--- config.mk ---
export PLATFORM = sky130hd
export DESIGN_NAME = utr_relay
export DESIGN_NICKNAME = d
export VERILOG_FILES = /design/src/hdl/utr_relay.sv /design/src/hdl/utr_def_store.sv
export SDC_FILE = /design/constraint.sdc
export NUM_CORES = 1
export LEC_CHECK = 0
export BUFFER_PORTS_ARGS = -buffer_cell sky130_fd_sc_hd__buf_4
export CAP_MARGIN = 20
export CORE_MARGIN = 2
export CORE_UTILIZATION = 55
export CTS_CLUSTER_DIAMETER = 200
export DETAILED_ROUTE_END_ITERATION = 8
export PLACE_DENSITY = 0.78
export SYNTH_ARGS = -nofsm -noshare
export SYNTH_HDL_FRONTEND = slang
export SYNTH_HIERARCHICAL = 1
export SYNTH_SLANG_ARGS = --single-unit
--- constraint.sdc ---
create_clock -name core_clk -period 3.2 [get_ports core_clk]
set_clock_uncertainty 0.05 [all_clocks]
set_input_delay 0.16 -clock core_clk [delete_from_list [all_inputs] [get_ports core_clk]]
set_output_delay 0.16 -clock core_clk [all_outputs]
set_load 0.005 [all_outputs]
--- src/hdl/utr_relay.sv ---
package utr_pkg;
   // clock and line rate
   localparam int unsigned CLK_HZ = 40_000_000;
   localparam int unsigned BIT_RATE_HZ = 564_480;
   // whole clock cycles per bit cell, rounded down
   localparam int unsigned BIT_CYC = CLK_HZ / BIT_RATE_HZ;
   // mid-cell edge acceptance window, in cycles
   localparam int unsigned EARLY_CYC = (BIT_CYC * 3) / 4;
   localparam int unsigned LATE_CYC = (BIT_CYC * 5) / 4;
   // edges closer than this after a mid-cell edge are a burst
   localparam int unsigned GUARD_CYC = BIT_CYC / 4;
   localparam int unsigned CNT_W = 8;
   localparam logic [CNT_W-1:0] EARLY_CNT = CNT_W'(EARLY_CYC);
   localparam logic [CNT_W-1:0] LATE_CNT = CNT_W'(LATE_CYC);
   localparam logic [CNT_W-1:0] GUARD_CNT = CNT_W'(GUARD_CYC);
   localparam logic [CNT_W-1:0] TICK_LAST = CNT_W'(BIT_CYC - 1);
   localparam logic [CNT_W-1:0] CNT_MAX = 8'hff;
   // filler run length, inside 75 to 128 bits
   localparam int unsigned FILL_BITS = 100;
   localparam logic [6:0] FILL_LAST = 7'(FILL_BITS - 1);
   localparam logic FILL_LEVEL = 1'b1;
   // bit periods allowed to find lock after energise
   localparam int unsigned ACQ_BITS = 64;
   localparam logic [6:0] ACQ_LAST = 7'(ACQ_BITS - 1);
   // default telegram store
   localparam int unsigned DEF_LEN = 1023;
   localparam int unsigned ADDR_W = 10;
   localparam logic [ADDR_W-1:0] DEF_LAST = ADDR_W'(DEF_LEN - 1);
   localparam logic [ADDR_W-1:0] DEF_FIRST = 10'h000;
   // pattern seed of the stored telegram, arbitrary value
   localparam logic [15:0] DEF_SEED = 16'h5a3c;
   // relay control states
   typedef enum logic [4:0] {
      UTR_IDLE = 5'b00001,
      UTR_ACQ = 5'b00010,
      UTR_RELAY = 5'b00100,
      UTR_FILL = 5'b01000,
      UTR_DFLT = 5'b10000
   } utr_state_type;
endpackage

////////////////////////////////////////////////////////////////////////////

module utr_relay (
   input wire logic core_clk,
   input wire logic rst,
   input wire logic energise,
   input wire logic link_line,
   output logic uplink_bit,
   output logic uplink_strobe,
   output logic uplink_active,
   output logic default_active
);

   ////////////////////////////////////////////////////////////////////////
   // input synchronisers

   logic ener_s1_r; // first stage, read only by second
   logic ener_s2_r; // synchronised energise level
   logic line_s1_r; // first stage, read only by second
   logic line_s2_r; // synchronised line level
   logic line_d_r; // previous line level for edge detect

   // two flops on each pin, then one delay for edges
   always_ff @(posedge core_clk) begin
      if (rst) begin
         ener_s1_r <= 1'b0;
         ener_s2_r <= 1'b0;
         line_s1_r <= 1'b0;
         line_s2_r <= 1'b0;
         line_d_r <= 1'b0;
      end else begin
         ener_s1_r <= energise;
         ener_s2_r <= ener_s1_r;
         line_s1_r <= link_line;
         line_s2_r <= line_s1_r;
         line_d_r <= line_s2_r;
      end
   end

   ////////////////////////////////////////////////////////////////////////
   // differential phase decoder

   logic edge_w; // any line transition
   logic rise_w; // letter of this transition
   logic [utr_pkg::CNT_W-1:0] gap_r, gap_nxt; // cycles since any edge
   logic [utr_pkg::CNT_W-1:0] mid_r, mid_nxt; // cycles since mid-cell edge
   logic locked_r, locked_nxt; // mid-cell phase known
   logic letter_r, letter_nxt; // last letter, 1 for rising
   logic have_r, have_nxt; // a previous letter exists
   logic dec_stb_r, dec_stb_nxt; // one decoded bit ready
   logic dec_bit_r, dec_bit_nxt; // decoded bit value
   logic lost_r, lost_nxt; // lock dropped this cycle

   assign edge_w = line_s2_r ^ line_d_r;
   assign rise_w = line_s2_r;

   // next state of the decoder
   always_comb begin
      gap_nxt = (gap_r == utr_pkg::CNT_MAX) ? gap_r : gap_r + 8'h01;
      mid_nxt = (mid_r == utr_pkg::CNT_MAX) ? mid_r : mid_r + 8'h01;
      locked_nxt = locked_r;
      letter_nxt = letter_r;
      have_nxt = have_r;
      dec_stb_nxt = 1'b0;
      dec_bit_nxt = dec_bit_r;
      lost_nxt = 1'b0;
      if (edge_w) begin
         gap_nxt = 8'h00;
      end
      if (!locked_r) begin
         // a full cell without a boundary edge marks a mid-cell edge
         // a gap longer than a cell follows silence and proves nothing
         if (edge_w && gap_r >= utr_pkg::EARLY_CNT &&
            gap_r <= utr_pkg::LATE_CNT) begin
            locked_nxt = 1'b1;
            letter_nxt = rise_w;
            have_nxt = 1'b1;
            mid_nxt = 8'h00;
         end
      end else if (edge_w && mid_r >= utr_pkg::EARLY_CNT) begin
         dec_stb_nxt = have_r;
         dec_bit_nxt = (letter_r == rise_w);
         letter_nxt = rise_w;
         have_nxt = 1'b1;
         mid_nxt = 8'h00;
      end else if (edge_w && mid_r < utr_pkg::GUARD_CNT) begin
         locked_nxt = 1'b0;
         have_nxt = 1'b0;
         lost_nxt = 1'b1;
      end else if (mid_r > utr_pkg::LATE_CNT) begin
         locked_nxt = 1'b0;
         have_nxt = 1'b0;
         lost_nxt = 1'b1;
      end
   end

   // register the decoder
   always_ff @(posedge core_clk) begin
      if (rst) begin
         gap_r <= 8'h00;
         mid_r <= 8'h00;
         locked_r <= 1'b0;
         letter_r <= 1'b0;
         have_r <= 1'b0;
         dec_stb_r <= 1'b0;
         dec_bit_r <= 1'b0;
         lost_r <= 1'b0;
      end else begin
         gap_r <= gap_nxt;
         mid_r <= mid_nxt;
         locked_r <= locked_nxt;
         letter_r <= letter_nxt;
         have_r <= have_nxt;
         dec_stb_r <= dec_stb_nxt;
         dec_bit_r <= dec_bit_nxt;
         lost_r <= lost_nxt;
      end
   end

   ////////////////////////////////////////////////////////////////////////
   // default telegram store

   logic [utr_pkg::ADDR_W-1:0] addr_r, addr_nxt; // next stored bit to send
   logic rom_bit; // registered stored bit

   utr_def_store u_store (
      .core_clk(core_clk),
      .rst(rst),
      .rd_addr(addr_r),
      .rd_bit(rom_bit)
   );

   ////////////////////////////////////////////////////////////////////////
   // relay control

   utr_pkg::utr_state_type state_r, state_nxt; // relay state
   logic [utr_pkg::CNT_W-1:0] tick_r, tick_nxt; // local bit period counter
   logic [6:0] cnt_r, cnt_nxt; // acquire and filler bit count
   logic out_bit_r, out_bit_nxt; // bit on the up-link
   logic out_stb_r, out_stb_nxt; // one pulse per up-link bit
   logic tick_w; // local bit period elapsed

   assign tick_w = (tick_r == utr_pkg::TICK_LAST);

   // next state of the relay
   always_comb begin
      state_nxt = state_r;
      tick_nxt = tick_w ? 8'h00 : tick_r + 8'h01;
      cnt_nxt = cnt_r;
      addr_nxt = addr_r;
      out_bit_nxt = out_bit_r;
      out_stb_nxt = 1'b0;
      unique case (state_r)
         utr_pkg::UTR_IDLE: begin
            cnt_nxt = 7'h00;
            tick_nxt = 8'h00;
            if (ener_s2_r) begin
               state_nxt = utr_pkg::UTR_ACQ;
            end
         end
         utr_pkg::UTR_ACQ: begin
            if (locked_r) begin
               state_nxt = utr_pkg::UTR_RELAY;
            end else if (tick_w) begin
               cnt_nxt = cnt_r + 7'h01;
               if (cnt_r == utr_pkg::ACQ_LAST) begin
                  state_nxt = utr_pkg::UTR_FILL;
                  cnt_nxt = 7'h00;
               end
            end
         end
         utr_pkg::UTR_RELAY: begin
            if (dec_stb_r) begin
               out_bit_nxt = dec_bit_r;
               out_stb_nxt = 1'b1;
            end
            if (lost_r) begin
               state_nxt = utr_pkg::UTR_FILL;
               cnt_nxt = 7'h00;
               tick_nxt = 8'h00;
            end
         end
         utr_pkg::UTR_FILL: begin
            if (tick_w) begin
               out_bit_nxt = utr_pkg::FILL_LEVEL;
               out_stb_nxt = 1'b1;
               cnt_nxt = cnt_r + 7'h01;
               if (cnt_r == utr_pkg::FILL_LAST) begin
                  state_nxt = utr_pkg::UTR_DFLT;
                  addr_nxt = utr_pkg::DEF_FIRST;
               end
            end
         end
         utr_pkg::UTR_DFLT: begin
            if (tick_w) begin
               out_bit_nxt = rom_bit;
               out_stb_nxt = 1'b1;
               addr_nxt = (addr_r == utr_pkg::DEF_LAST) ?
                  utr_pkg::DEF_FIRST : addr_r + 10'h001;
            end
         end
      endcase
      if (!ener_s2_r) begin
         state_nxt = utr_pkg::UTR_IDLE;
         out_stb_nxt = 1'b0;
         addr_nxt = utr_pkg::DEF_FIRST;
      end
   end

   // register the relay
   always_ff @(posedge core_clk) begin
      if (rst) begin
         state_r <= utr_pkg::UTR_IDLE;
         tick_r <= 8'h00;
         cnt_r <= 7'h00;
         addr_r <= utr_pkg::DEF_FIRST;
         out_bit_r <= 1'b0;
         out_stb_r <= 1'b0;
      end else begin
         state_r <= state_nxt;
         tick_r <= tick_nxt;
         cnt_r <= cnt_nxt;
         addr_r <= addr_nxt;
         out_bit_r <= out_bit_nxt;
         out_stb_r <= out_stb_nxt;
      end
   end

   ////////////////////////////////////////////////////////////////////////
   // outputs

   assign uplink_bit = out_bit_r;
   assign uplink_strobe = out_stb_r;
   assign uplink_active = (state_r != utr_pkg::UTR_IDLE);
   assign default_active = (state_r == utr_pkg::UTR_FILL) ||
      (state_r == utr_pkg::UTR_DFLT);

endmodule

--- src/hdl/utr_def_store.sv ---
// stored default telegram, one bit per address, registered read
module utr_def_store (
   input wire logic core_clk,
   input wire logic rst,
   input wire logic [utr_pkg::ADDR_W-1:0] rd_addr,
   output logic rd_bit
);

   // fixed content: a scrambled function of the address
   function automatic logic store_bit(input logic [9:0] a);
      logic [15:0] h;
      h = {6'h00, a} ^ utr_pkg::DEF_SEED;
      h = h ^ {h[7:0], h[15:8]};
      h = h ^ {h[12:0], 3'h0};
      return ^h[10:0];
   endfunction

   logic rd_r; // registered read data

   // read port, one cycle latency
   always_ff @(posedge core_clk) begin
      if (rst) begin
         rd_r <= 1'b0;
      end else begin
         rd_r <= store_bit(rd_addr);
      end
   end

   assign rd_bit = rd_r;

endmodule

==> impl_metrics.env <==
export IMPL_die_area_mm2=0.00636
export IMPL_timing_rr_start="state_r[3]"
export IMPL_hold_violations=0
export IMPL_achievable_frequency_mhz=436
export IMPL_yosys_register_bits=60
export IMPL_layout_worst_path_cycle_share=0.716
export IMPL_clk_pin_slew_ns=0.06
export IMPL_cts_hold_fix_buffers=2
export IMPL_syn_instance_count=354
export IMPL_ctsHtreeMaxLevel=3
export IMPL_synth_top_cell_area_share=0.380
export IMPL_route_detailed_wl_per_inst_um=13.1
export IMPL_n_antenna_cell=0
export IMPL_netlist_top_cell_by_area="dfxtp_1"
export IMPL_drt_drc=0
export IMPL_via_per_inst=5.64
export IMPL_synthArstFlopShare=0
export IMPL_post_synthesis_instance_area_mm2=0.00316
export IMPL_sequential_area_share_after_synthesis=0.380
export IMPL_tritoncts="built"
export IMPL_simple_gate_fraction_of_synth_area=0.281
export IMPL_cts_max_path_buffers=2
export IMPL_drv_cap=0
export IMPL_core_area_mm2=0.00554
export IMPL_num_nets_final=375
export IMPL_post_placement_cell_count=420
export IMPL_grt_ovfl_total=0
export IMPL_post_synth_adder_cell_area=0.0396
export IMPL_mostFrequentLayoutCells="dfxtp_1 (60), nor2_1 (42), nand3_1 (20), a21oi_1 (20), inv_1 (16)"
export IMPL_cts_resized=0
export IMPL_grt_antenna_before_repair=0
export IMPL_cp_required_ns=3.38
export IMPL_timing_worst_slew_pin_value_ns=0.687
export IMPL_stdcell_count=438
export IMPL_gp_congestion=0.851
export IMPL_grt_max_degree=31
export IMPL_post_cts_setup_buffers=0
export IMPL_synth_fp_nets=368
export IMPL_synth_flop_cell="dfxtp_1"
export IMPL_cellPowerDensity_mw_per_mm2=438
export IMPL_status="finished, final reports clean"
export IMPL_worstSetupStartpoint="state_r[3]"
export IMPL_number_of_max_slew_violations_in_the_final_report=0
export IMPL_start_util=0.570
export IMPL_number_of_global_route_vias_before_repair=2255
export IMPL_worstHoldPathType="input port to register"
export IMPL_ff_latch_area_mm2=0.00120
export IMPL_synth_cell_type_count=54
export IMPL_wire_length_of_the_first_global_routing_pass_mm=9.96
export IMPL_multiInputGateArea_mm2=0.00184
export IMPL_post_dp_hpwl_mm=3.95
export IMPL_hold_path_startpoint="rst"
export IMPL_dominant_combinational_cell_family_by_area_after_synthesis="simple AND/OR/NAND/NOR gates"
export IMPL_numCtsBuffers=9
export IMPL_dr_iter_0_viols=142
export IMPL_max_slew_margin_rel=0.542
export IMPL_synth_area_leaders="dfxtp_1 (38%), nor2_1 (5.0%), ha_1 (4.0%)"
export IMPL_synth_xor_area_share=0.0904
export IMPL_port_buffer_count=7
export IMPL_dieHeight_um=79.8
export IMPL_muxShareOfSynthArea=0.0317
export IMPL_mostFrequentLayoutCell="dfxtp_1"
export IMPL_cp_arrival_ns=2.47
export IMPL_final_setup_tns_ns=0
export IMPL_insertion_delay_ns=0.34
export IMPL_power_static_leakage_nw=1.24
export IMPL_synth_compound_area_frac=0.139
export IMPL_drt_first_pass_iters=4
export IMPL_num_vias=2470
export IMPL_final_fill_count=484
export IMPL_rows=27
export IMPL_criticalPathCategory="register to register"
export IMPL_worst_ir_drop_vdd_mv=0.478
export IMPL_wl_final_mm=5.72
export IMPL_top_level_ports=8
export IMPL_category_of_the_worst_setup_path_capture_point="register"
export IMPL_synth_yosys_warnings=6
export IMPL_unrepaired_setup_endpoints_after_global_routing="no"
export IMPL_ant_nets=0
export IMPL_area_growth_synth_to_final_pct=9.87
export IMPL_syn_area_per_cell_um2=8.92
export IMPL_cts_root_buffer_cell="clkbuf_8"
export IMPL_clock_sink_count=60
export IMPL_hold_path_depth=2
export IMPL_crit_path_max_fanout=10
export IMPL_critical_path_startpoint_type="register"
export IMPL_rrSetupSlack_ns=0.91
export IMPL_synth_edff_count=0
export IMPL_setup_viol_count_final=0
export IMPL_final_layout_size_suffix_gt1_frac=0.120
export IMPL_period_needed_ns=2.29
export IMPL_track_usage=0.199
export IMPL_floorplan_die_width_um=79.8
export IMPL_r2r_worst_path_cells=5
cells by family (layout without fill, tap and decap cells):
group / count (synthesis) / in the layout
compound gates: 59 / 59
buf+inv: 30 / 42
mux: 10 / 10
fa+ha+maj: 10 / 10
flops: 60 / 60
simple gates: 157 / 157
xor+xnor: 28 / 28
per-layer routing:
layer  wire length, um  up-vias  GRT usage
met5                 0        -          0
li1                  -     1264          -
met2              2690       34      0.316
met1              2760     1165      0.253
met3               194        7     0.0543
met4                81        0     0.0898
path summary, 6_finish.rpt:
| path | to |
|---|---|
| worst max-delay path | addr_r[4] |
| worst min register to register | ener_s2_r |
| worst min-delay path | u_store/rd_bit |
| worst max register to register | addr_r[4] |
cell usage after synthesis (all sizes together), types with 2 or more instances:
cell	number
o31ai	3
buf	4
xor2	13
a31oi	3
a2111oi	4
o32ai	5
xnor2	14
nor2	43
nand3	20
nand3b	6
nor4	3
nand4	9
nor3	7
mux2i	10
and2	4
nor3b	4
nand2	15
inv	16
or2	3
and3	9
o21bai	2
nand2b	8
a211o	5
a21oi	20
or3	8
o21ai	6
clkbuf	10
and3b	2
a31o	3
ha	10
dfxtp	60
a21o	3
nor2b	10
worst max-delay path, cell delays in order, from the launching register on:
cell and delay, ns:
dfxtp_1 0.55, inv_1 0.24, a2111oi_4 0.71, nor3b_2 0.15
mux2i_1 0.17, a2111oi_2 0.32
registers in the layout (all words and copies together) (netlist names), 5 cells and up:
name and cells:
addr_r 10, state_r 5, gap_r 8, cnt_r 7
mid_r 8, tick_r 8
layout make-up:
class,count,area share
multi-input combinational,264,0.529
sequential,60,0.346
clock buffer,11,0.0437
tap,72,0.0260
timing repair buffer,10,0.0231
inverter,16,0.0173
clock inverter,5,0.0144
where the power goes:
part | switching, mW | internal, mW
Clock | 0.285 | 0.396
Combinational | 0.0353 | 0.0305
Sequential | 0.0135 | 0.758
metrics by stage:
step	instance area (um2)	utilization	hold WS [ns]	power [mW]	setup slack, ns
after detailed placement	3250	0.586	0.330	0.853	0.945
after global placement	3250	0.586	0.326	0.849	1.05
after global routing	3470	0.626	0.146	1.58	0.738
after CTS	3470	0.626	0.126	1.54	0.924
after floorplan	3160	-	0.182	0.836	1.25
final	3470	0.626	0.129	1.52	0.909
Power figures use the tool's default switching activity.
